==> config.mk <==
export PLATFORM = sky130hd
export DESIGN_NAME = usb_cfg_bank
export DESIGN_NICKNAME = d
export VERILOG_FILES = /design/src/rtl/usb_cfg_pkg.sv /design/src/rtl/detach_timer.sv /design/src/rtl/usb_cfg_bank.sv
export SDC_FILE = /design/constraint.sdc
export NUM_CORES = 1
export LEC_CHECK = 0
export BUFFER_PORTS_ARGS = -buffer_cell sky130_fd_sc_hd__buf_2
export CAP_MARGIN = 20
export CORE_MARGIN = 3
export CORE_UTILIZATION = 58
export CTS_CLUSTER_DIAMETER = 60
export CTS_CLUSTER_SIZE = 30
export DETAILED_ROUTE_END_ITERATION = 6
export GPL_TIMING_DRIVEN = 0
export PLACE_DENSITY = 0.85
export SLEW_MARGIN = 5
export SYNTH_ARGS = -nofsm -noshare
export SYNTH_HDL_FRONTEND = slang
export SYNTH_SLANG_ARGS = --single-unit
==> constraint.sdc <==
create_clock -name clk -period 6.1 [get_ports clk]
set_clock_uncertainty 0.15 [all_clocks]
set_input_delay 1.22 -clock clk [delete_from_list [all_inputs] [get_ports clk]]
set_output_delay 1.22 -clock clk [all_outputs]
set_load 0.02 [all_outputs]
==> src/rtl/usb_cfg_pkg.sv <==
// Constants for the USB configuration defaults and detach register bank.
// Assumes a 40 MHz controller clock and AXI4-Lite access with 32-bit data.
`default_nettype none

package usb_cfg_pkg;
  ////////////////////////////////////////////////////////////////////////
  localparam logic [11:0] ADDR_CFG = 12'h080;
  localparam logic [11:0] ADDR_CTRL = 12'h084;
  localparam logic [11:0] ADDR_DETACH = 12'h088;
  localparam int SCALE_LO = 0;
  localparam int FS_TRIM_LO = 4;
  localparam int LTM_BIT = 8;
  localparam int U1_BIT = 9;
  localparam int HS_TRIM_LO = 12;
  localparam int SOFT_RST_BIT = 0;
  localparam int PROTECT_BIT = 1;
  localparam int TXEQ_BIT = 4;
  localparam int DETACHED_BIT = 8;
  localparam int SS_DET_LO = 16;
  localparam int HS_DET_LO = 0;
  ////////////////////////////////////////////////////////////////////////
  localparam logic [1:0] SCALE_RST = 2'h0;
  localparam logic LTM_DEF = 1'h0;
  localparam logic U1_DEF = 1'h1;
  localparam logic [2:0] TRIM_DEF = 3'h0;
  localparam logic [15:0] SS_DETACH_DEF = 16'h001E;
  localparam logic [15:0] HIGHSPEED_DETACH_MS_DEF = 16'h000A;
  localparam logic PROTECT_RST = 1'h0;
  localparam logic TXEQ_RST = 1'h1;
  ////////////////////////////////////////////////////////////////////////
  localparam int CLK_MHZ = 40;
  localparam int CLK_PERIOD_NS = 25;
  localparam int MS_US = 1000;
  localparam int MS_CYCLES = MS_US * CLK_MHZ;
  localparam logic [15:0] TXEQ_SHORT = 16'h0008;
  localparam logic [15:0] TXEQ_FULL = 16'hFFFF;
  localparam int LFPS_SHORT_NS = 100;
  localparam int LFPS_FULL_NS = 1000;
  localparam int WARM_SHORT_US = 30;
  localparam int WARM_FULL_US = 100;
  localparam int LFPS_SHORT_CYC = (LFPS_SHORT_NS + CLK_PERIOD_NS - 1) / CLK_PERIOD_NS;
  localparam int LFPS_FULL_CYC = (LFPS_FULL_NS + CLK_PERIOD_NS - 1) / CLK_PERIOD_NS;
  localparam int WARM_SHORT_CYC = WARM_SHORT_US * CLK_MHZ;
  localparam int WARM_FULL_CYC = WARM_FULL_US * CLK_MHZ;
  localparam logic [1:0] RESP_OKAY = 2'h0;
  localparam logic [1:0] RESP_SLVERR = 2'h2;
endpackage

`default_nettype wire

==> src/rtl/detach_timer.sv <==
// Millisecond detach timer: withdraws bus attachment for a loaded count.
// Assumes start is a one-cycle pulse from logic on the same clock.
`default_nettype none

module detach_timer #(
  parameter int MS_CYCLES = usb_cfg_pkg::MS_CYCLES
) (
  input wire logic clk,
  input wire logic rst,
  input wire logic start,
  input wire logic [15:0] duration,
  output logic attach
);
  if (MS_CYCLES < 1) begin : g_bad
    $error("MS_CYCLES must be at least 1");
  end

  typedef enum logic {ATTACHED, DETACHED} det_state_t;

  localparam int DW = $clog2(MS_CYCLES + 1);
  localparam logic [DW-1:0] DIV_LAST = DW'(MS_CYCLES - 1);

  det_state_t state_q;
  logic [DW-1:0] div_q;
  logic [15:0] ms_left_q;
  logic ms_tick;

  assign ms_tick = (div_q == DIV_LAST);

  ////////////////////////////////////////////////////////////////////////
  // A request while already detached is ignored so the window is not stretched.
  always_ff @(posedge clk) begin
    if (rst) begin
      state_q <= ATTACHED;
      ms_left_q <= 16'h0000;
      attach <= 1'b1;
    end else begin
      case (state_q)
        ATTACHED: begin
          if (start && duration != 16'h0000) begin
            state_q <= DETACHED;
            ms_left_q <= duration;
            attach <= 1'b0;
          end
        end
        DETACHED: begin
          if (ms_tick) begin
            ms_left_q <= ms_left_q - 16'h0001;
            if (ms_left_q == 16'h0001) begin
              state_q <= ATTACHED;
              attach <= 1'b1;
            end
          end
        end
        default: state_q <= ATTACHED;
      endcase
    end
  end

  always_ff @(posedge clk) begin
    if (rst || state_q != DETACHED || ms_tick) begin
      div_q <= '0;
    end else begin
      div_q <= div_q + DW'(1);
    end
  end

  ////////////////////////////////////////////////////////////////////////
  AST_DETACH_START: assert property (@(posedge clk) disable iff (rst)
    state_q == ATTACHED && start && duration != 16'h0000 |=>
    !attach && ms_left_q == $past(duration))
    else $error("detach did not start with the requested duration");
  AST_ATTACH_ON_EXPIRY: assert property (@(posedge clk) disable iff (rst)
    $rose(attach) |-> $past(ms_left_q) == 16'h0001 && $past(ms_tick))
    else $error("attachment returned before the count expired");
  AST_HOLD_DETACHED: assert property (@(posedge clk) disable iff (rst)
    state_q == DETACHED && !(ms_tick && ms_left_q == 16'h0001) |=> !attach)
    else $error("attachment returned while the count still runs");
  COV_DETACH_DONE: cover property (@(posedge clk) disable iff (rst) $rose(attach));
endmodule

`default_nettype wire

==> src/rtl/usb_cfg_bank.sv <==
// USB configuration bank: scale-down decode, loadable defaults, detach control.
// Assumes an AXI4-Lite master on clk and image/reset strobes from same-clock logic.
//
// Decided for this implementation: the AXI4-Lite slave port.
`default_nettype none

module usb_cfg_bank #(
  parameter int MS_CYCLES = usb_cfg_pkg::MS_CYCLES
) (
  input wire logic clk,
  input wire logic rst,
  input wire logic [11:0] s_axi_awaddr,
  input wire logic s_axi_awvalid,
  output logic s_axi_awready,
  input wire logic [31:0] s_axi_wdata,
  input wire logic [3:0] s_axi_wstrb,
  input wire logic s_axi_wvalid,
  output logic s_axi_wready,
  output logic [1:0] s_axi_bresp,
  output logic s_axi_bvalid,
  input wire logic s_axi_bready,
  input wire logic [11:0] s_axi_araddr,
  input wire logic s_axi_arvalid,
  output logic s_axi_arready,
  output logic [31:0] s_axi_rdata,
  output logic [1:0] s_axi_rresp,
  output logic s_axi_rvalid,
  input wire logic s_axi_rready,
  input wire logic image_load,
  input wire logic eeprom_present,
  input wire logic otp_configured,
  input wire logic eep_ltm,
  input wire logic eep_u1,
  input wire logic [2:0] eep_hs_trim,
  input wire logic [2:0] eep_fs_trim,
  input wire logic [15:0] eep_ss_detach,
  input wire logic [15:0] eep_highspeed_detach_ms,
  input wire logic otp_ltm,
  input wire logic otp_u1,
  input wire logic [2:0] otp_hs_trim,
  input wire logic [2:0] otp_fs_trim,
  input wire logic [15:0] otp_ss_detach,
  input wire logic [15:0] otp_highspeed_detach_ms,
  input wire logic usb_bus_reset,
  input wire logic light_reset,
  input wire logic usb_superspeed,
  output logic latency_tolerance_msg_en,
  output logic u1_accept_en,
  output logic [2:0] hs_timeout_trim,
  output logic [2:0] fs_timeout_trim,
  output logic hs_scale_timing,
  output logic hs_scale_suspend,
  output logic ss_txeq_send,
  output logic [15:0] ss_txeq_count,
  output logic [15:0] ss_lfps_burst_cycles,
  output logic [15:0] ss_warm_rx_cycles,
  output logic bus_attach
);
  ////////////////////////////////////////////////////////////////////////
  logic aw_full_q, w_full_q, do_write, bus_rst;
  logic [11:0] waddr_q;
  logic [31:0] wdata_q, cfg_word, ctrl_word, det_word, wr_word;
  logic [3:0] wstrb_q;
  logic [1:0] scale_q;
  logic protect_q, txeq_q, soft_rst_q;
  logic [15:0] ss_det_q, hs_det_q;
  logic img_ltm_q, img_u1_q;
  logic [2:0] img_hs_trim_q, img_fs_trim_q;
  logic [15:0] img_ss_det_q, img_hs_det_q;

  function automatic logic [31:0] merge(input logic [31:0] old, input logic [31:0] nw,
                                        input logic [3:0] strb);
    logic [31:0] res;
    res = old;
    for (int i = 0; i < 4; i++) begin
      if (strb[i]) begin
        res[8*i +: 8] = nw[8*i +: 8];
      end
    end
    return res;
  endfunction

  assign do_write = aw_full_q && w_full_q && !s_axi_bvalid;
  assign bus_rst = usb_bus_reset || light_reset;

  always_comb begin
    cfg_word = 32'h0000_0000;
    cfg_word[usb_cfg_pkg::SCALE_LO +: 2] = scale_q;
    cfg_word[usb_cfg_pkg::FS_TRIM_LO +: 3] = fs_timeout_trim;
    cfg_word[usb_cfg_pkg::LTM_BIT] = latency_tolerance_msg_en;
    cfg_word[usb_cfg_pkg::U1_BIT] = u1_accept_en;
    cfg_word[usb_cfg_pkg::HS_TRIM_LO +: 3] = hs_timeout_trim;
    ctrl_word = 32'h0000_0000;
    ctrl_word[usb_cfg_pkg::PROTECT_BIT] = protect_q;
    ctrl_word[usb_cfg_pkg::TXEQ_BIT] = txeq_q;
    ctrl_word[usb_cfg_pkg::DETACHED_BIT] = !bus_attach;
    det_word = {ss_det_q, hs_det_q};
    case (waddr_q)
      usb_cfg_pkg::ADDR_CFG: wr_word = merge(cfg_word, wdata_q, wstrb_q);
      usb_cfg_pkg::ADDR_CTRL: wr_word = merge(ctrl_word, wdata_q, wstrb_q);
      default: wr_word = merge(det_word, wdata_q, wstrb_q);
    endcase
  end

  ////////////////////////////////////////////////////////////////////////
  // Address and data are held independently, so either may arrive first.
  always_ff @(posedge clk) begin
    if (rst) begin
      aw_full_q <= 1'b0;
      s_axi_awready <= 1'b1;
      waddr_q <= 12'h000;
    end else if (s_axi_awvalid && s_axi_awready) begin
      aw_full_q <= 1'b1;
      s_axi_awready <= 1'b0;
      waddr_q <= s_axi_awaddr;
    end else if (do_write) begin
      aw_full_q <= 1'b0;
    end else if (s_axi_bvalid && s_axi_bready) begin
      s_axi_awready <= 1'b1;
    end
  end

  always_ff @(posedge clk) begin
    if (rst) begin
      w_full_q <= 1'b0;
      s_axi_wready <= 1'b1;
      wdata_q <= 32'h0000_0000;
      wstrb_q <= 4'h0;
    end else if (s_axi_wvalid && s_axi_wready) begin
      w_full_q <= 1'b1;
      s_axi_wready <= 1'b0;
      wdata_q <= s_axi_wdata;
      wstrb_q <= s_axi_wstrb;
    end else if (do_write) begin
      w_full_q <= 1'b0;
    end else if (s_axi_bvalid && s_axi_bready) begin
      s_axi_wready <= 1'b1;
    end
  end

  always_ff @(posedge clk) begin
    if (rst) begin
      s_axi_bvalid <= 1'b0;
      s_axi_bresp <= usb_cfg_pkg::RESP_OKAY;
    end else if (do_write) begin
      s_axi_bvalid <= 1'b1;
      s_axi_bresp <= (waddr_q == usb_cfg_pkg::ADDR_CFG || waddr_q == usb_cfg_pkg::ADDR_CTRL ||
                      waddr_q == usb_cfg_pkg::ADDR_DETACH) ?
                     usb_cfg_pkg::RESP_OKAY : usb_cfg_pkg::RESP_SLVERR;
    end else if (s_axi_bready) begin
      s_axi_bvalid <= 1'b0;
    end
  end

  always_ff @(posedge clk) begin
    if (rst) begin
      s_axi_arready <= 1'b1;
      s_axi_rvalid <= 1'b0;
      s_axi_rdata <= 32'h0000_0000;
      s_axi_rresp <= usb_cfg_pkg::RESP_OKAY;
    end else if (s_axi_arvalid && s_axi_arready) begin
      s_axi_arready <= 1'b0;
      s_axi_rvalid <= 1'b1;
      s_axi_rresp <= usb_cfg_pkg::RESP_OKAY;
      case (s_axi_araddr)
        usb_cfg_pkg::ADDR_CFG: s_axi_rdata <= cfg_word;
        usb_cfg_pkg::ADDR_CTRL: s_axi_rdata <= ctrl_word;
        usb_cfg_pkg::ADDR_DETACH: s_axi_rdata <= det_word;
        default: begin
          s_axi_rdata <= 32'h0000_0000;
          s_axi_rresp <= usb_cfg_pkg::RESP_SLVERR;
        end
      endcase
    end else if (s_axi_rvalid && s_axi_rready) begin
      s_axi_rvalid <= 1'b0;
      s_axi_arready <= 1'b1;
    end
  end

  ////////////////////////////////////////////////////////////////////////
  // The image registers remember the last EEPROM or OTP image so bus resets can restore it.
  always_ff @(posedge clk) begin
    if (rst) begin
      img_ltm_q <= usb_cfg_pkg::LTM_DEF;
      img_u1_q <= usb_cfg_pkg::U1_DEF;
      img_hs_trim_q <= usb_cfg_pkg::TRIM_DEF;
      img_fs_trim_q <= usb_cfg_pkg::TRIM_DEF;
      img_ss_det_q <= usb_cfg_pkg::SS_DETACH_DEF;
      img_hs_det_q <= usb_cfg_pkg::HIGHSPEED_DETACH_MS_DEF;
    end else if (image_load && eeprom_present) begin
      img_ltm_q <= eep_ltm;
      img_u1_q <= eep_u1;
      img_hs_trim_q <= eep_hs_trim;
      img_fs_trim_q <= eep_fs_trim;
      img_ss_det_q <= eep_ss_detach;
      img_hs_det_q <= eep_highspeed_detach_ms;
    end else if (image_load && otp_configured) begin
      img_ltm_q <= otp_ltm;
      img_u1_q <= otp_u1;
      img_hs_trim_q <= otp_hs_trim;
      img_fs_trim_q <= otp_fs_trim;
      img_ss_det_q <= otp_ss_detach;
      img_hs_det_q <= otp_highspeed_detach_ms;
    end
  end

  // Loadable fields: reset fallback, image load, bus reload, then software.
  always_ff @(posedge clk) begin
    if (rst) begin
      latency_tolerance_msg_en <= usb_cfg_pkg::LTM_DEF;
      u1_accept_en <= usb_cfg_pkg::U1_DEF;
      hs_timeout_trim <= usb_cfg_pkg::TRIM_DEF;
      fs_timeout_trim <= usb_cfg_pkg::TRIM_DEF;
      ss_det_q <= usb_cfg_pkg::SS_DETACH_DEF;
      hs_det_q <= usb_cfg_pkg::HIGHSPEED_DETACH_MS_DEF;
    end else if (image_load) begin
      latency_tolerance_msg_en <= eeprom_present ? eep_ltm :
                                  otp_configured ? otp_ltm : usb_cfg_pkg::LTM_DEF;
      u1_accept_en <= eeprom_present ? eep_u1 : otp_configured ? otp_u1 : usb_cfg_pkg::U1_DEF;
      hs_timeout_trim <= eeprom_present ? eep_hs_trim :
                         otp_configured ? otp_hs_trim : usb_cfg_pkg::TRIM_DEF;
      fs_timeout_trim <= eeprom_present ? eep_fs_trim :
                         otp_configured ? otp_fs_trim : usb_cfg_pkg::TRIM_DEF;
      ss_det_q <= eeprom_present ? eep_ss_detach :
                  otp_configured ? otp_ss_detach : usb_cfg_pkg::SS_DETACH_DEF;
      hs_det_q <= eeprom_present ? eep_highspeed_detach_ms :
                  otp_configured ? otp_highspeed_detach_ms : usb_cfg_pkg::HIGHSPEED_DETACH_MS_DEF;
    end else if (bus_rst) begin
      hs_timeout_trim <= img_hs_trim_q;
      fs_timeout_trim <= img_fs_trim_q;
      if (!protect_q) begin
        latency_tolerance_msg_en <= img_ltm_q;
        u1_accept_en <= img_u1_q;
        ss_det_q <= img_ss_det_q;
        hs_det_q <= img_hs_det_q;
      end
    end else if (do_write && waddr_q == usb_cfg_pkg::ADDR_CFG) begin
      latency_tolerance_msg_en <= wr_word[usb_cfg_pkg::LTM_BIT];
      u1_accept_en <= wr_word[usb_cfg_pkg::U1_BIT];
      hs_timeout_trim <= wr_word[usb_cfg_pkg::HS_TRIM_LO +: 3];
      fs_timeout_trim <= wr_word[usb_cfg_pkg::FS_TRIM_LO +: 3];
    end else if (do_write && waddr_q == usb_cfg_pkg::ADDR_DETACH) begin
      ss_det_q <= wr_word[usb_cfg_pkg::SS_DET_LO +: 16];
      hs_det_q <= wr_word[usb_cfg_pkg::HS_DET_LO +: 16];
    end
  end

  // Selector and control bits follow only the hard reset and software.
  always_ff @(posedge clk) begin
    if (rst) begin
      scale_q <= usb_cfg_pkg::SCALE_RST;
      protect_q <= usb_cfg_pkg::PROTECT_RST;
      txeq_q <= usb_cfg_pkg::TXEQ_RST;
      soft_rst_q <= 1'b0;
    end else begin
      soft_rst_q <= do_write && waddr_q == usb_cfg_pkg::ADDR_CTRL &&
                    wr_word[usb_cfg_pkg::SOFT_RST_BIT];
      if (do_write && waddr_q == usb_cfg_pkg::ADDR_CFG) begin
        scale_q <= wr_word[usb_cfg_pkg::SCALE_LO +: 2];
      end
      if (do_write && waddr_q == usb_cfg_pkg::ADDR_CTRL) begin
        protect_q <= wr_word[usb_cfg_pkg::PROTECT_BIT];
        txeq_q <= wr_word[usb_cfg_pkg::TXEQ_BIT];
      end
    end
  end

  ////////////////////////////////////////////////////////////////////////
  // Timing decode is registered, so it lags the selector by one cycle.
  always_ff @(posedge clk) begin
    if (rst) begin
      hs_scale_timing <= 1'b0;
      hs_scale_suspend <= 1'b0;
      ss_txeq_send <= usb_cfg_pkg::TXEQ_RST;
      ss_txeq_count <= usb_cfg_pkg::TXEQ_FULL;
      ss_lfps_burst_cycles <= 16'(usb_cfg_pkg::LFPS_FULL_CYC);
      ss_warm_rx_cycles <= 16'(usb_cfg_pkg::WARM_FULL_CYC);
    end else begin
      hs_scale_timing <= scale_q[0];
      hs_scale_suspend <= scale_q[1];
      ss_txeq_send <= txeq_q && !scale_q[1];
      ss_txeq_count <= scale_q[1] ? 16'h0000 :
                       scale_q[0] ? usb_cfg_pkg::TXEQ_SHORT : usb_cfg_pkg::TXEQ_FULL;
      ss_lfps_burst_cycles <= scale_q[0] ? 16'(usb_cfg_pkg::LFPS_SHORT_CYC) :
                              16'(usb_cfg_pkg::LFPS_FULL_CYC);
      ss_warm_rx_cycles <= scale_q[0] ? 16'(usb_cfg_pkg::WARM_SHORT_CYC) :
                           16'(usb_cfg_pkg::WARM_FULL_CYC);
    end
  end

  detach_timer #(.MS_CYCLES(MS_CYCLES)) u_detach (
    .clk(clk),
    .rst(rst),
    .start(soft_rst_q),
    .duration(usb_superspeed ? ss_det_q : hs_det_q),
    .attach(bus_attach)
  );

  ////////////////////////////////////////////////////////////////////////
  AST_HS_DECODE: assert property (@(posedge clk) disable iff (rst)
    ##1 hs_scale_timing == $past(scale_q[0]) && hs_scale_suspend == $past(scale_q[1]))
    else $error("high speed scale decode wrong");
  AST_SS_SHORT: assert property (@(posedge clk) disable iff (rst)
    scale_q == 2'h1 |=> ss_txeq_count == 16'h0008 && ss_lfps_burst_cycles == 16'h0004 &&
    ss_warm_rx_cycles == 16'h04B0)
    else $error("SuperSpeed shortened values wrong");
  AST_SS_NO_TXEQ: assert property (@(posedge clk) disable iff (rst)
    scale_q[1] |=> !ss_txeq_send && ss_txeq_count == 16'h0000)
    else $error("equalization sent with selector bit 1 set");
  AST_BOTH: assert property (@(posedge clk) disable iff (rst)
    scale_q == 2'h3 |=> hs_scale_timing && hs_scale_suspend && !ss_txeq_send &&
    ss_lfps_burst_cycles == 16'h0004)
    else $error("selector 11 did not combine both sets");
  AST_RST_VALUES: assert property (@(posedge clk) disable iff (rst)
    $past(rst) |-> scale_q == 2'h0 && u1_accept_en && !latency_tolerance_msg_en &&
    hs_timeout_trim == 3'h0 && fs_timeout_trim == 3'h0 && ss_det_q == 16'h001E &&
    hs_det_q == 16'h000A)
    else $error("reset values wrong");
  AST_EEPROM_FIRST: assert property (@(posedge clk) disable iff (rst)
    image_load && eeprom_present |=> latency_tolerance_msg_en == $past(eep_ltm) &&
    ss_det_q == $past(eep_ss_detach) && img_hs_det_q == $past(eep_highspeed_detach_ms))
    else $error("EEPROM image not loaded");
  AST_RELOAD: assert property (@(posedge clk) disable iff (rst)
    bus_rst && !image_load |=> fs_timeout_trim == $past(img_fs_trim_q) &&
    hs_timeout_trim == $past(img_hs_trim_q))
    else $error("bus reset did not reload the image");
  AST_PROTECT: assert property (@(posedge clk) disable iff (rst)
    bus_rst && protect_q && !image_load |=> $stable(ss_det_q) && $stable(hs_det_q))
    else $error("protected detach field changed on reset");
  AST_DETACH_SPEED: assert property (@(posedge clk) disable iff (rst)
    soft_rst_q && bus_attach && usb_superspeed && ss_det_q != 16'h0000 |=> !bus_attach)
    else $error("SuperSpeed soft reset did not detach");
  AST_DETACH_HS: assert property (@(posedge clk) disable iff (rst)
    soft_rst_q && bus_attach && !usb_superspeed && hs_det_q != 16'h0000 |=> !bus_attach)
    else $error("high speed soft reset did not detach");
  COV_SCALE_BOTH: cover property (@(posedge clk) disable iff (rst) scale_q == 2'h3);
  COV_RELOAD: cover property (@(posedge clk) disable iff (rst) bus_rst && !protect_q);
  COV_SOFT_RST: cover property (@(posedge clk) disable iff (rst) soft_rst_q && usb_superspeed);
endmodule

`default_nettype wire

# [Yosys cells after proc, flatten, opt, wreduce, memory -nomap -nowiden]
# Index checks and enable logic that the tools add are counted.
[word_totals] ff_bits=261 latchBits=0 ram_bits=0 rom_bits=0 inputBits=153 out_inout_bits=101 elab_cells=199 n_memories=0
[classes] n_addsub=2 n_mul=0 div=0 magnitude_cmp=0 n_eq_ne=15 shifts=0 muxes=91 n_bitwise=1 n_reduce_logical=48
[op_table] op="two-way mux 16 bit" count=23
[op_table] op="one-hot mux 32 bit (3 select lines)" count=1
[op_table] op="two-way mux 8 bit" count=10
[op_table] op="equality test 12 x 8 -> 1 bit (second input constant)" count=6
[op_table] op="one-hot mux 32 bit (2 select lines)" count=1
[op_table] op="two-way mux 3 bit" count=14
[op_table] op="two-way mux 1 bit" count=35
[op_table] op="one-hot mux 16 bit (2 select lines)" count=1
[op_table] op="nonzero test 5 bit" count=4
[op_table] op="adder 16 x 1 -> 16 bit (second input constant)" count=1
[op_table] op="equality test 16 x 1 -> 1 bit (second input constant)" count=1
[op_table] op="equality test 16 bit (second input constant)" count=1
[op_table] op="AND reduction 4 bit" count=4
[op_table] op="nonzero test 16 bit" count=1
[op_table] op="subtractor 16 x 1 -> 16 bit (second input constant)" count=1
[op_table] op="logical AND 1 bit" count=15
[op_table] op="nonzero test 2 bit" count=7
[op_table] op="two-way mux 12 bit" count=1
[op_table] op="AND reduction 2 bit" count=4
[op_table] op="two-way mux 6 bit" count=1
[op_table] op="inequality test 2 x 1 -> 1 bit (second input constant)" count=3
[op_table] op="inequality test 3 bit (second input constant)" count=2
[op_table] op="AND reduction 3 bit" count=2
[op_table] op="nonzero test 3 bit" count=2
[op_table] op="7 further kinds" count=16

# [Depth between registers and ports, before layout]
# Gate-level depths: netlist of run 1.
[logic_depth] word_depth=7 ltp_mapped=8 mapped_depth_nobuf=8

# [Hierarchy]
# From an unflattened synthesis of run 1, not the netlist that was laid out.
[hier_totals] hier_cells=1299 hier_area_um2=10422.5
[modules_own_cells] module="usb_cfg_bank" n_inst=1 cells_per_inst=1068 area_each_um2=8524.4 seq_area_each_um2=3603.5
[modules_own_cells] module="detach_timer" n_inst=1 cells_per_inst=231 area_each_um2=1898.1 seq_area_each_um2=680.7

# [Worst setup path after synthesis of run 1]
# Ideal clock, no wire load.
[synth_timing] kind="input to register" from="input port usb_superspeed" to="register u_detach.ms_left_q[10]" setup_ns=0.132 arrival_time_ns=2.665 required_time_ns=5.818 path_slack_ns=3.153 cell_stages=8 cell_sequence="buf_2 nor4_1 nand4_1 or4_1 o311a_1 clkbuf_1 o21ai_0 a21oi_1"
[synth_via] elab_chain_len=5 elab_cells_between_ends=7
[synth_rtl] item="start: declaration" line="usb_cfg_bank.sv:46" text="input wire logic usb_superspeed,"
[synth_rtl] item="two-way mux 16 bit *" line="usb_cfg_bank.sv:295" text=".duration(usb_superspeed ? ss_det_q : hs_det_q),"
[synth_rtl] item="nonzero test 16 bit" line="detach_timer.sv:40" text="if (start && duration != 16'h0000) begin"
[synth_rtl] item="logical AND 1 bit" line="detach_timer.sv:40"
[synth_rtl] item="inequality test 2 x 1 -> 1 bit (no source line)"
[synth_rtl] item="AND reduction 2 bit (no source line)"
[synth_rtl] item="end signal: assignment" line="detach_timer.sv:42" text="ms_left_q <= duration;"
[synth_rtl] item="end signal: assignment" line="detach_timer.sv:48" text="ms_left_q <= ms_left_q - 16'h0001;"
[synth_rtl] item="end: declaration" line="detach_timer.sv:25" text="logic [15:0] ms_left_q;"
# Mark *: on every way between the ends. The rest lies on a longest branch, timed or not. The select of a mux whose other input is x is not followed.
# A chain may end at the register's enable or synchronous reset.

# [Worst setup path in the final report of run 1]
[layout_timing] from="input port image_load" to="register hs_timeout_trim[1]"
[layout_via] elab_chain_len=1 elab_cells_between_ends=2
[layout_rtl] item="start: declaration" line="usb_cfg_bank.sv:29" text="input wire logic image_load,"
[layout_rtl] item="nonzero test 3 bit (no source line) or two-way mux 3 bit (tied branches)"
[layout_rtl] item="end signal: assignment" line="usb_cfg_bank.sv:212" text="hs_timeout_trim <= usb_cfg_pkg::TRIM_DEF;"
[layout_rtl] item="end signal: assignment" line="usb_cfg_bank.sv:220" text="hs_timeout_trim <= eeprom_present ? eep_hs_trim :"
[layout_rtl] item="end signal: assignment" line="usb_cfg_bank.sv:229" text="hs_timeout_trim <= img_hs_trim_q;"
[layout_rtl] item="end: declaration" line="usb_cfg_bank.sv:49" text="output logic [2:0] hs_timeout_trim,"
# Several ways; a longest one is shown, not always the timed one.

==> results.json, run 1 <==
{
  "detailedRoute.firstPassIterationCount": 6,
  "cts_setup_buffers": 0,
  "cp_top_family": "simple AND/OR/NAND/NOR gates",
  "area_occupied_by_multi_input_gates_um2": 5060,
  "most_used_cell_along_the_critical_path": "sky130_fd_sc_hd__nor3_1",
  "floorplan.rows": 47,
  "synthDominantCellAreaShare_pct": 42.9,
  "wire_per_inst_um": 19.4,
  "post_synth_inst_count": 1248,
  "number_of_global_route_vias_before_repair": 9188,
  "worstSetupPathType": "in2reg",
  "slowest_delay_ps": 830,
  "iteration_0_drc_count_of_the_detailed_router": 1364,
  "comb_power_share_pct": 13.6,
  "number_of_warning_messages_in_the_yosys_log": 0,
  "p_leak_nw": 4.95,
  "cts_inserted_buffers": 16,
  "p_seq_share_pct": 49.9,
  "switching_share_pct": 29.3,
  "sequential_cell_area_um2": 4280,
  "area_delta_synth_final_pct": 20.4,
  "p_int_mw": 2.16,
  "setup_slack_ps": 2840,
  "pin_count_of_the_biggest_net_entering_global_routing": 26,
  "commonest_non_fill_non_tap_cells_in_the_layout": "sky130_fd_sc_hd__nand2_1 (230), sky130_fd_sc_hd__buf_2 (230), sky130_fd_sc_hd__dfxtp_1 (214)",
  "synth.yosys.seq_area_share_pct": 42.9,
  "r2r_cells": 6,
  "ys_seq_elements": 214,
  "detailed_place.area_um2": 11500,
  "post-place-ws_ps": 2470,
  "worstPathArrival_ps": 3520,
  "grt_use_total_pct": 34.4,
  "share_of_post_route_cells_with_drive_strength_above_1_pct": 21.5,
  "status": "finished clean",
  "syn_area_per_cell_um2": 8.01,
  "synth.area.top_cells": "sky130_fd_sc_hd__dfxtp_1 (43%), sky130_fd_sc_hd__nand2_1 (8.6%), sky130_fd_sc_hd__a21oi_1 (6.7%), sky130_fd_sc_hd__nor2_1 (4.8%), sky130_fd_sc_hd__buf_4 (3.8%)",
  "nFillCells": 1400,
  "fp.dieW_um": 137,
  "max-slew-margin-rel_pct": 33.3,
  "min_period_ps": 3260,
  "drt_wl_total_um": 33900,
  "post-place-cells": 1717,
  "post-route-drc-count": 0,
  "die-height_um": 137,
  "timing_max_transition_violations_final": 0,
  "cts_tree": "built",
  "cts_repair_resize_count": 0,
  "total_global_routing_overflow": 0,
  "synthDominantAreaCellType": "sky130_fd_sc_hd__dfxtp_1",
  "p_clk_share_pct": 36.5,
  "gp_congestion": 1.00,
  "stdcell_count": 1744,
  "clock_latency_of_the_later_clocked_register_in_the_worst_skew_pair_ps": 500,
  "peak_freq_mhz": 306,
  "worst-path-stages": 8,
  "finish.instance_area_um2": 12000,
  "syn-cell-area_um2": 9990,
  "grt_antenna_before_repair": 1,
  "cap_violations": 0,
  "clk_transition_reported_paths_ps": 90,
  "die_area_um2": 18800,
  "place.detailed.hpwl_um": 26000,
  "clock_sink_count": 214,
  "layout.nets": 1671,
  "io_pins": 254,
  "post_drt_via_cell_ratio": 6.02,
  "whs_path_depth": 2,
  "net-switching-power_mw": 0.896,
  "critical_path.endpoint_type": "register",
  "drtAntennaViolNets": 0,
  "setup_repair_after_global_routing_missed_its_margin": "no",
  "setup.worst_path.start_class": "input port",
  "antenna_cells_inserted": 0,
  "via_count": 10500,
  "synth_cell_types": 70,
  "effective_utilization_at_floorplan_pct": 59.8,
  "async_reset_ff_share_pct": 0,
  "yosys_most_used_dff": "sky130_fd_sc_hd__dfxtp_1",
  "crit_chain": "buf_2, clkbuf_1, nor3_1, buf_2, o21ai_0, a31oi_1, nor3_1, nor3_1",
  "clockRootBuffer": "sky130_fd_sc_hd__clkbuf_16",
  "core_area_um2": 16700,
  "h-tree-depth": 1,
  "fin_crit_sh_pct": 53.5,
  "worstPathMaxFanout": 10,
  "quantity_of_hold_fixing_buffers_added_after_cts": 0,
  "grt_first_pass_wirelength_um": 50600,
  "setup_total_negative_slack_ps": 0,
  "finalHoldViolCount": 0,
  "ctsLongestPathBuffers": 3,
  "timing.critical_path.buf_inv": 3,
  "slew_at_the_pin_closest_to_its_max_slew_limit_ps": 984,
  "crit_required_ps": 6360,
  "placement.io_buffers": 224,
  "hold_class": "reg2reg",
  "synth_edf_count": 0,
  "ir_drop_uv": 232,
  "crit_slowest_cell": "sky130_fd_sc_hd__nor3_1",
  "final-setup-viol-count": 0,
  "power.density_nw_per_um2": 254
}
[final cells by class]
type,instances,area share [%]
Sequential cell,214,35.6
Buffer,127,5.62
Inverter,19,0.593
Tap cell,220,2.29
Timing Repair Buffer,224,9.32
Clock inverter,9,0.988
Clock buffer,18,3.57
Multi-Input combinational cell,913,42.0
[logic make-up (layout without fill, tap and decap cells)]
logic type	after synthesis	after routing	share of synthesized area, %
and+or+nand+nor	493	493	22.0
AOI/OAI and AO/OA	337	337	21.9
DFF	214	214	42.9
buffers and inverters	146	397	7.47
muxes	38	38	3.92
xor gates and xnor gates	15	15	1.31
adders and majority gates	3	3	0.376
other	2	27	0.0751
[worst register-to-register path, stage by stage (launching register included)]
cell and delay [ps]:
sky130_fd_sc_hd__dfxtp_1 370, sky130_fd_sc_hd__nand3b_1 290, sky130_fd_sc_hd__nor2_1 390, sky130_fd_sc_hd__a31o_2 330, sky130_fd_sc_hd__nand2_1 260, sky130_fd_sc_hd__a2111oi_0 600, sky130_fd_sc_hd__nor3_1 100
[worst paths after layout]
path                                start                              end  slack [ps]
max                            image_load  hs_timeout_trim[1]$_SDFFE_PP0P_        2840
min          img_hs_det_q[3]$_SDFFE_PP1P_     img_hs_det_q[3]$_SDFFE_PP1P_         300
max reg2reg     s_axi_bvalid$_SDFFE_PP0P_        hs_det_q[14]$_SDFFE_PP0P_        3450
min reg2reg  img_hs_det_q[3]$_SDFFE_PP1P_     img_hs_det_q[3]$_SDFFE_PP1P_         300
[Yosys cell counts, drive strengths merged, types with 4 or more instances]
| cell | instances |
|---|---|
| nand2 | 230 |
| dfxtp | 214 |
| a21oi | 133 |
| nor2 | 128 |
| buf | 69 |
| clkbuf | 58 |
| a22oi | 39 |
| o21ai | 36 |
| nor3 | 32 |
| mux2i | 29 |
| a211oi | 27 |
| nand3 | 26 |
| a31oi | 22 |
| inv | 18 |
| nor4 | 13 |
| nand3b | 11 |
| xor2 | 10 |
| a221oi | 9 |
| and2 | 9 |
| mux2 | 9 |
| a221o | 8 |
| or3 | 8 |
| a2111oi | 7 |
| o21bai | 6 |
| o311ai | 6 |
| a31o | 5 |
| a41oi | 5 |
| nor2b | 5 |
| xnor2 | 5 |
| a22o | 4 |
| and3 | 4 |
| nand2b | 4 |
| nand4 | 4 |
| nand4b | 4 |
| nor4b | 4 |
| o31a | 4 |
| or4 | 4 |
[registers in the layout, summed over array words and instances (netlist names), 2 cells and up]
signal,cells
u_detach.ms_left_q,16
img_hs_det_q,16
wstrb_q,4
u_detach.div_q,16
ss_txeq_count,2
waddr_q,12
wdata_q,32
img_hs_trim_q,3
img_fs_trim_q,3
hs_det_q,16
hs_timeout_trim,3
s_axi_rdata,32
img_ss_det_q,16
fs_timeout_trim,3
scale_q,2
ss_det_q,16
ss_warm_rx_cycles,2
[power groups by stage]
| stage | combinational [mW] | clock, mW | sequential, mW |
|---|---|---|---|
| global placement | 0.396 | 0 | 1.55 |
| detailed placement | 0.403 | 0 | 1.55 |
| CTS | 0.406 | 1.11 | 1.52 |
| finish | 0.416 | 1.11 | 1.53 |
| floorplan | 0.251 | 0 | 1.54 |
| global route | 0.451 | 1.16 | 1.53 |
[metrics by stage]
step                util (%)  hold WS (ps)  power (mW)
finish                  72.0           304        3.06
global route            72.0           322        3.15
CTS                     72.0           300        3.04
detailed placement      68.8           286        1.96
global placement        68.8           281        1.95
floorplan                  -           254        1.79
[per-layer routing]
| layer | track usage [%] | vias up | part of all wire, % |
|---|---|---|---|
| met5 | 0 | - | 0.021 |
| met4 | 12.8 | 2 | 4.4 |
| met3 | 7.09 | 113 | 11 |
| met2 | 55.2 | 691 | 45 |
| met1 | 45.8 | 4804 | 39 |
| li1 | - | 4897 | - |
Power figures use the tool's default switching activity.
==> inputs of run 2 (changes only) <==
- CORE_UTILIZATION: 58 -> 53
- PLACE_DENSITY: 0.85 -> 0.79
- clock period: 6.1 -> 3.2 ns (I/O delays scaled with it)
==> run 2 against run 1 <==
Compared with the run above:
- first-iteration DRC count down 3.7%
- combinational power is 92% higher
- non-clock buffer count unchanged
- power up 93%
- sequential share of layout area shrank 0.078 points
- design area is 0.22% higher
- die area rose by 9.0%
- clock power is 98% higher
- core utilization decreased by 6.0 points
- global-route usage fell by 1.6 points
- wire length grew 3.5%
- sequential power rose by 90%
- critical endpoint is now hs_det_q[14]$_SDFFE_PP0P_
- largest cell class unchanged
- highest routed layer is now met4
==> results.json, run 2 (synthesis gave the netlist of run 1 again) <==
{
  "quantity_of_hold_fixing_buffers_added_after_cts": 0,
  "cts_setup_buffers": 0,
  "final-setup-viol-count": 0,
  "area_delta_synth_final_pct": 20.7,
  "number_of_global_route_vias_before_repair": 9694,
  "crit_slowest_cell": "sky130_fd_sc_hd__a2111oi_0",
  "holdCritStartpoint": "s_axi_awaddr[0]",
  "worstPathArrival_ps": 3220,
  "crit_required_ps": 3390,
  "p_int_mw": 4.18,
  "floorplan.rows": 49,
  "total_global_routing_overflow": 0,
  "slowest_delay_ps": 810,
  "die-height_um": 143,
  "share_of_post_route_cells_with_drive_strength_above_1_pct": 21.5,
  "clockRootBuffer": "sky130_fd_sc_hd__clkbuf_16",
  "peak_freq_mhz": 329,
  "worstHoldEndpoint": "waddr_q[0]$_SDFFE_PP0P_",
  "setup.reg_to_reg.worst_slack_ps": 160,
  "max-slew-margin-rel_pct": 33.5,
  "setup_total_negative_slack_ps": 0,
  "setup_repair_after_global_routing_missed_its_margin": "no",
  "hold_class": "in2reg",
  "drtAntennaViolNets": 0,
  "power.density_nw_per_um2": 490,
  "net-switching-power_mw": 1.73,
  "placement.io_buffers": 224,
  "post_drt_via_cell_ratio": 5.99,
  "place.detailed.hpwl_um": 26900,
  "p_seq_share_pct": 49.3,
  "comb_power_share_pct": 13.5,
  "cts_inserted_buffers": 16,
  "grt_first_pass_wirelength_um": 53200,
  "timing_max_transition_violations_final": 0,
  "p_leak_nw": 4.95,
  "ctsLongestPathBuffers": 3,
  "finish.instance_area_um2": 12100,
  "whs_path_depth": 3,
  "worstSetupPathType": "reg2reg",
  "effective_utilization_at_floorplan_pct": 54.7,
  "die_area_um2": 20500,
  "crit-reg2reg-launch": "waddr_q[9]$_SDFFE_PP0P_",
  "layout.nets": 1671,
  "fp.dieW_um": 143,
  "grt_antenna_before_repair": 0,
  "worstReg2RegEnd": "hs_det_q[14]$_SDFFE_PP0P_",
  "worstPathMaxFanout": 10,
  "iteration_0_drc_count_of_the_detailed_router": 1314,
  "r2r_cells": 7,
  "gp_congestion": 0.992,
  "worst-path-stages": 7,
  "io_pins": 254,
  "min_period_ps": 3040,
  "largest_registers": "s_axi_rdata: 32 flops, wdata_q: 32 flops",
  "cap_violations": 0,
  "clock_sink_count": 214,
  "antenna_cells_inserted": 0,
  "via_count": 10500,
  "slew_at_the_pin_closest_to_its_max_slew_limit_ps": 983,
  "status": "finished clean",
  "cp_top_family": "simple AND/OR/NAND/NOR gates",
  "post-route-drc-count": 0,
  "pin_count_of_the_biggest_net_entering_global_routing": 27,
  "core_area_um2": 18300,
  "grt_use_total_pct": 32.8,
  "detailedRoute.firstPassIterationCount": 6,
  "commonest_non_fill_non_tap_cells_in_the_layout": "sky130_fd_sc_hd__nand2_1 (230), sky130_fd_sc_hd__buf_2 (230), sky130_fd_sc_hd__dfxtp_1 (214)",
  "clk_transition_reported_paths_ps": 100,
  "detailed_place.area_um2": 11500,
  "setup.worst_path.start_class": "register",
  "stdcell_count": 1753,
  "final_util_pct": 66.0,
  "ir_drop_uv": 410,
  "finalHoldViolCount": 0,
  "fin_crit_sh_pct": 94.8,
  "h-tree-depth": 1,
  "clock_latency_of_the_later_clocked_register_in_the_worst_skew_pair_ps": 520,
  "p_clk_share_pct": 37.2,
  "crit_chain": "nor4_1, nand4b_1, clkbuf_1, nand2_1, a31oi_1, a2111oi_0, nor3_1",
  "critical_path.endpoint_type": "register",
  "drt_wl_total_um": 35000,
  "timing.critical_path.buf_inv": 1,
  "design_power_total_mw": 5.91,
  "switching_share_pct": 29.3,
  "wire_per_inst_um": 20.0,
  "post-place-cells": 1726,
  "cts_tree": "built",
  "cts_repair_resize_count": 0
}
==> run 2: cell count changes in the layout (fill, tap and decap cells not counted), sizes merged <==
cell / change
inv: +1
clkbuf: -1
clkinv: -1
bufinv: +1
==> run 2: worst max-delay path by stage <==
stage | startpoint | to | slack (ps)
global route | waddr_q[9]$_SDFFE_PP0P_ | hs_det_q[14]$_SDFFE_PP0P_ | 160
floorplan | usb_superspeed | u_detach.ms_left_q[10]$_SDFFE_PP0P_ | 830
global placement | image_load | latency_tolerance_msg_en$_SDFFE_PP0P_ | 240
finish | waddr_q[9]$_SDFFE_PP0P_ | hs_det_q[14]$_SDFFE_PP0P_ | 160
CTS | waddr_q[9]$_SDFFE_PP0P_ | hs_det_q[14]$_SDFFE_PP0P_ | 480
detailed placement | image_load | hs_det_q[13]$_SDFFE_PP0P_ | 160
==> run 2: through the flow <==
stage / hold slack, ps / worst slack (ps)
detailed placement: 282 / 156
CTS: 198 / 476
global route: 219 / 165
global placement: 281 / 235
floorplan: 254 / 833
finish: 200 / 165
==> run 2: power groups by stage <==
stage | Sequential (mW) | Combinational [mW] | Clock (mW)
finish | 2.91 | 0.800 | 2.20
global route | 2.92 | 0.870 | 2.29
CTS | 2.90 | 0.779 | 2.21
detailed placement | 2.97 | 0.774 | 0
global placement | 2.96 | 0.759 | 0
floorplan | 2.93 | 0.478 | 0
==> run 2: area by class of cell <==
class | count | area (um^2)
buffer | 127 | 676
clock buffer | 17 | 414
clock inverter | 10 | 149
fill | 1635 | 6210
inverter | 19 | 71.3
multi-input combinational | 913 | 5060
sequential | 214 | 4280
tap | 229 | 287
timing repair buffer | 224 | 1120
==> run 2: worst register-to-register path: cells and delay by family (launching register included) <==
| kind | cells | cell delay [ps] |
|---|---|---|
| and+or+nand+nor | 4 | 1070 |
| buffers and inverters | 1 | 350 |
| DFF | 1 | 340 |
| AOI/OAI and AO/OA | 2 | 940 |
==> run 2: layer usage <==
metal	vias up	track usage (%)	share of wire (%)
met4	0	13.8	5.1
li1	4904	-	-
met1	4793	43.1	39
met5	-	0	0
met3	124	7.75	12
met2	678	52.1	44
==> inputs of run 3 (changes only) <==
- ABC_AREA: default -> 1
- CORE_UTILIZATION: 53 -> 54
==> run 3 against run 2 <==
Compared with the run above:
- die area is 2.9% higher
- synthesized cell count is 27% higher
- wire length is 7.9% lower
- design area is 4.7% higher
==> results.json, run 3 <==
{
  "post_drt_via_cell_ratio": 5.21,
  "net-switching-power_mw": 1.79,
  "p_seq_share_pct": 48.4,
  "finalHoldViolCount": 0,
  "effective_utilization_at_floorplan_pct": 55.6,
  "setup_repair_after_global_routing_missed_its_margin": "no",
  "clk_transition_reported_paths_ps": 100,
  "clock_latency_of_the_later_clocked_register_in_the_worst_skew_pair_ps": 500,
  "peak_freq_mhz": 449,
  "max-slew-margin-rel_pct": 49.2,
  "post-place-cells": 2089,
  "design_power_total_mw": 6.03,
  "detailed_place.area_um2": 12000,
  "crit_slowest_cell": "sky130_fd_sc_hd__dfxtp_1",
  "p_int_mw": 4.24,
  "synthDominantAreaCellType": "sky130_fd_sc_hd__dfxtp_1",
  "hold_class": "in2reg",
  "worstPathMaxFanout": 15,
  "fin_crit_sh_pct": 69.7,
  "slowest_delay_ps": 600,
  "finish.instance_area_um2": 12600,
  "area_delta_synth_final_pct": 20.2,
  "synth_cell_types": 50,
  "timing_max_transition_violations_final": 0,
  "drtAntennaViolNets": 0,
  "pin_count_of_the_biggest_net_entering_global_routing": 29,
  "h-tree-depth": 1,
  "drt_wl_total_um": 32300,
  "synth_top_cells_by_count": "sky130_fd_sc_hd__nand2_1 (436), sky130_fd_sc_hd__nor2_1 (229), sky130_fd_sc_hd__dfxtp_1 (214)",
  "grt_antenna_before_repair": 0,
  "placement.io_buffers": 224,
  "crit_chain": "buf_4, buf_2",
  "syn_area_per_cell_um2": 6.64,
  "comb_power_share_pct": 14.7,
  "largest_registers": "s_axi_rdata: 32 flops, wdata_q: 32 flops",
  "setup_total_negative_slack_ps": 0,
  "clock_sink_count": 214,
  "total_global_routing_overflow": 0,
  "cts_tree": "built",
  "layout.nets": 2003,
  "status": "finished clean",
  "synth.area.top_cells": "sky130_fd_sc_hd__dfxtp_1 (41%), sky130_fd_sc_hd__nand2_1 (16%), sky130_fd_sc_hd__nor2_1 (8.2%), sky130_fd_sc_hd__a21oi_1 (6.6%), sky130_fd_sc_hd__o21ai_0 (5.5%)",
  "slew_at_the_pin_closest_to_its_max_slew_limit_ps": 761,
  "min_period_ps": 2230,
  "grt_use_total_pct": 28.8,
  "ir_drop_uv": 400,
  "clockRootBuffer": "sky130_fd_sc_hd__clkbuf_16",
  "worstSetupPathType": "reg2out",
  "post-route-drc-count": 0,
  "antenna_cells_inserted": 0,
  "layout.cells.most_common": "sky130_fd_sc_hd__nand2_1",
  "core_area_um2": 18900,
  "grt_first_pass_wirelength_um": 50400,
  "yosys_most_used_dff": "sky130_fd_sc_hd__dfxtp_1",
  "share_of_post_route_cells_with_drive_strength_above_1_pct": 19.1,
  "io_pins": 254,
  "cp_top_family": "flip-flops",
  "cts_setup_buffers": 0,
  "cts_inserted_buffers": 16,
  "synth.most_common_cell": "sky130_fd_sc_hd__nand2_1",
  "switching_share_pct": 29.7,
  "ctsLongestPathBuffers": 3,
  "iteration_0_drc_count_of_the_detailed_router": 1050,
  "number_of_global_route_vias_before_repair": 9962,
  "wire_per_inst_um": 15.2,
  "cts_repair_resize_count": 0,
  "syn-cell-area_um2": 10500,
  "commonest_non_fill_non_tap_cells_in_the_layout": "sky130_fd_sc_hd__nand2_1 (436), sky130_fd_sc_hd__buf_2 (239), sky130_fd_sc_hd__nor2_1 (229)",
  "gp_congestion": 0.979,
  "p_leak_nw": 5.85,
  "timing.critical_path.buf_inv": 2,
  "p_clk_share_pct": 36.9,
  "die-height_um": 145,
  "synthDominantCellAreaShare_pct": 40.8,
  "post-place-ws_ps": 600,
  "critical_path.endpoint_type": "output pin",
  "stdcell_count": 2117,
  "synth_edf_count": 0,
  "setup_slack_ps": 971,
  "final-setup-viol-count": 0,
  "post_synth_inst_count": 1580,
  "async_reset_ff_share_pct": 0,
  "synth.yosys.seq_area_share_pct": 40.8,
  "place.detailed.hpwl_um": 25400,
  "quantity_of_hold_fixing_buffers_added_after_cts": 0,
  "die_area_um2": 21100,
  "crit_required_ps": 2410,
  "worstPathArrival_ps": 1440,
  "floorplan.rows": 50,
  "cap_violations": 0,
  "setup.worst_path.start_class": "register",
  "number_of_warning_messages_in_the_yosys_log": 0,
  "ys_seq_elements": 214,
  "detailedRoute.firstPassIterationCount": 6,
  "fp.dieW_um": 145,
  "via_count": 11000,
  "power.density_nw_per_um2": 478
}
-- run 3: final cells by class --
type                            count  area [um^2]
Fill cell                        1727         6270
Multi-Input combinational cell   1159         5190
Sequential cell                   214         4280
Timing Repair Buffer              224         1120
Buffer                            121          692
Clock buffer                       17          425
Inverter                          111          422
Tap cell                          260          325
Clock inverter                     11          159
-- run 3: kinds of logic (layout without fill, tap and decap cells) --
kind of cell | Yosys count | count (layout) | share of synthesized area (%)
AO/OA/AOI/OAI | 298 | 298 | 15.2
XOR/XNOR | 6 | 6 | 0.501
adder cells (fa/ha/maj) | 3 | 3 | 0.358
buffers and inverters | 232 | 484 | 10.6
flip-flops | 214 | 214 | 40.8
other | 2 | 27 | 0.0715
AND/OR/NAND/NOR | 825 | 825 | 32.4
-- run 3: final timing paths --
check,from,end,slack [ps],cells after the start
max reg2reg,s_axi_bvalid$_SDFFE_PP0P_,hs_det_q[0]$_SDFFE_PP0P_,1010,9
max,ss_txeq_count[14]$_SDFF_PP1_,ss_txeq_count[1],970,2
min,otp_ss_detach[2],img_ss_det_q[2]$_SDFFE_PP1P_,220,3
min reg2reg,u_detach.div_q[0]$_SDFF_PP0_,u_detach.div_q[0]$_SDFF_PP0_,310,1
-- run 3: power by group through the flow --
| stage | Sequential (mW) | Clock (mW) | Combinational [mW] |
|---|---|---|---|
| final | 2.92 | 2.23 | 0.884 |
| after detailed placement | 2.98 | 0 | 0.864 |
| after CTS | 2.91 | 2.25 | 0.870 |
| after floorplan | 2.96 | 0 | 0.557 |
| after global placement | 2.97 | 0 | 0.854 |
| after global routing | 2.93 | 2.34 | 0.988 |
-- run 3: worst register-to-register path, cell delays in order (launching register included) --
cell	delay [ps]
sky130_fd_sc_hd__dfxtp_1	340
sky130_fd_sc_hd__inv_1	60
sky130_fd_sc_hd__nand3_1	180
sky130_fd_sc_hd__nor3_1	230
sky130_fd_sc_hd__nand2_1	100
sky130_fd_sc_hd__nand2_1	90
sky130_fd_sc_hd__nand2_1	110
sky130_fd_sc_hd__clkbuf_1	270
sky130_fd_sc_hd__nor3b_1	450
sky130_fd_sc_hd__a21oi_1	120
-- run 3: stage by stage --
step	hold slack (ps)	utilization (%)
2_1_floorplan	268	-
3_3_place_gp	280	63.7
3_5_place_dp	292	63.7
4_1_cts	202	66.8
5_1_grt	232	66.8
6_report	218	66.8
-- run 3: per-layer routing --
metal	vias to the layer above	track usage [%]	share of wire, %
met5	-	0	0
met4	0	8.93	2.9
met3	59	3.83	7.9
met2	512	47.7	45
met1	4885	39.5	44
li1	5572	-	-
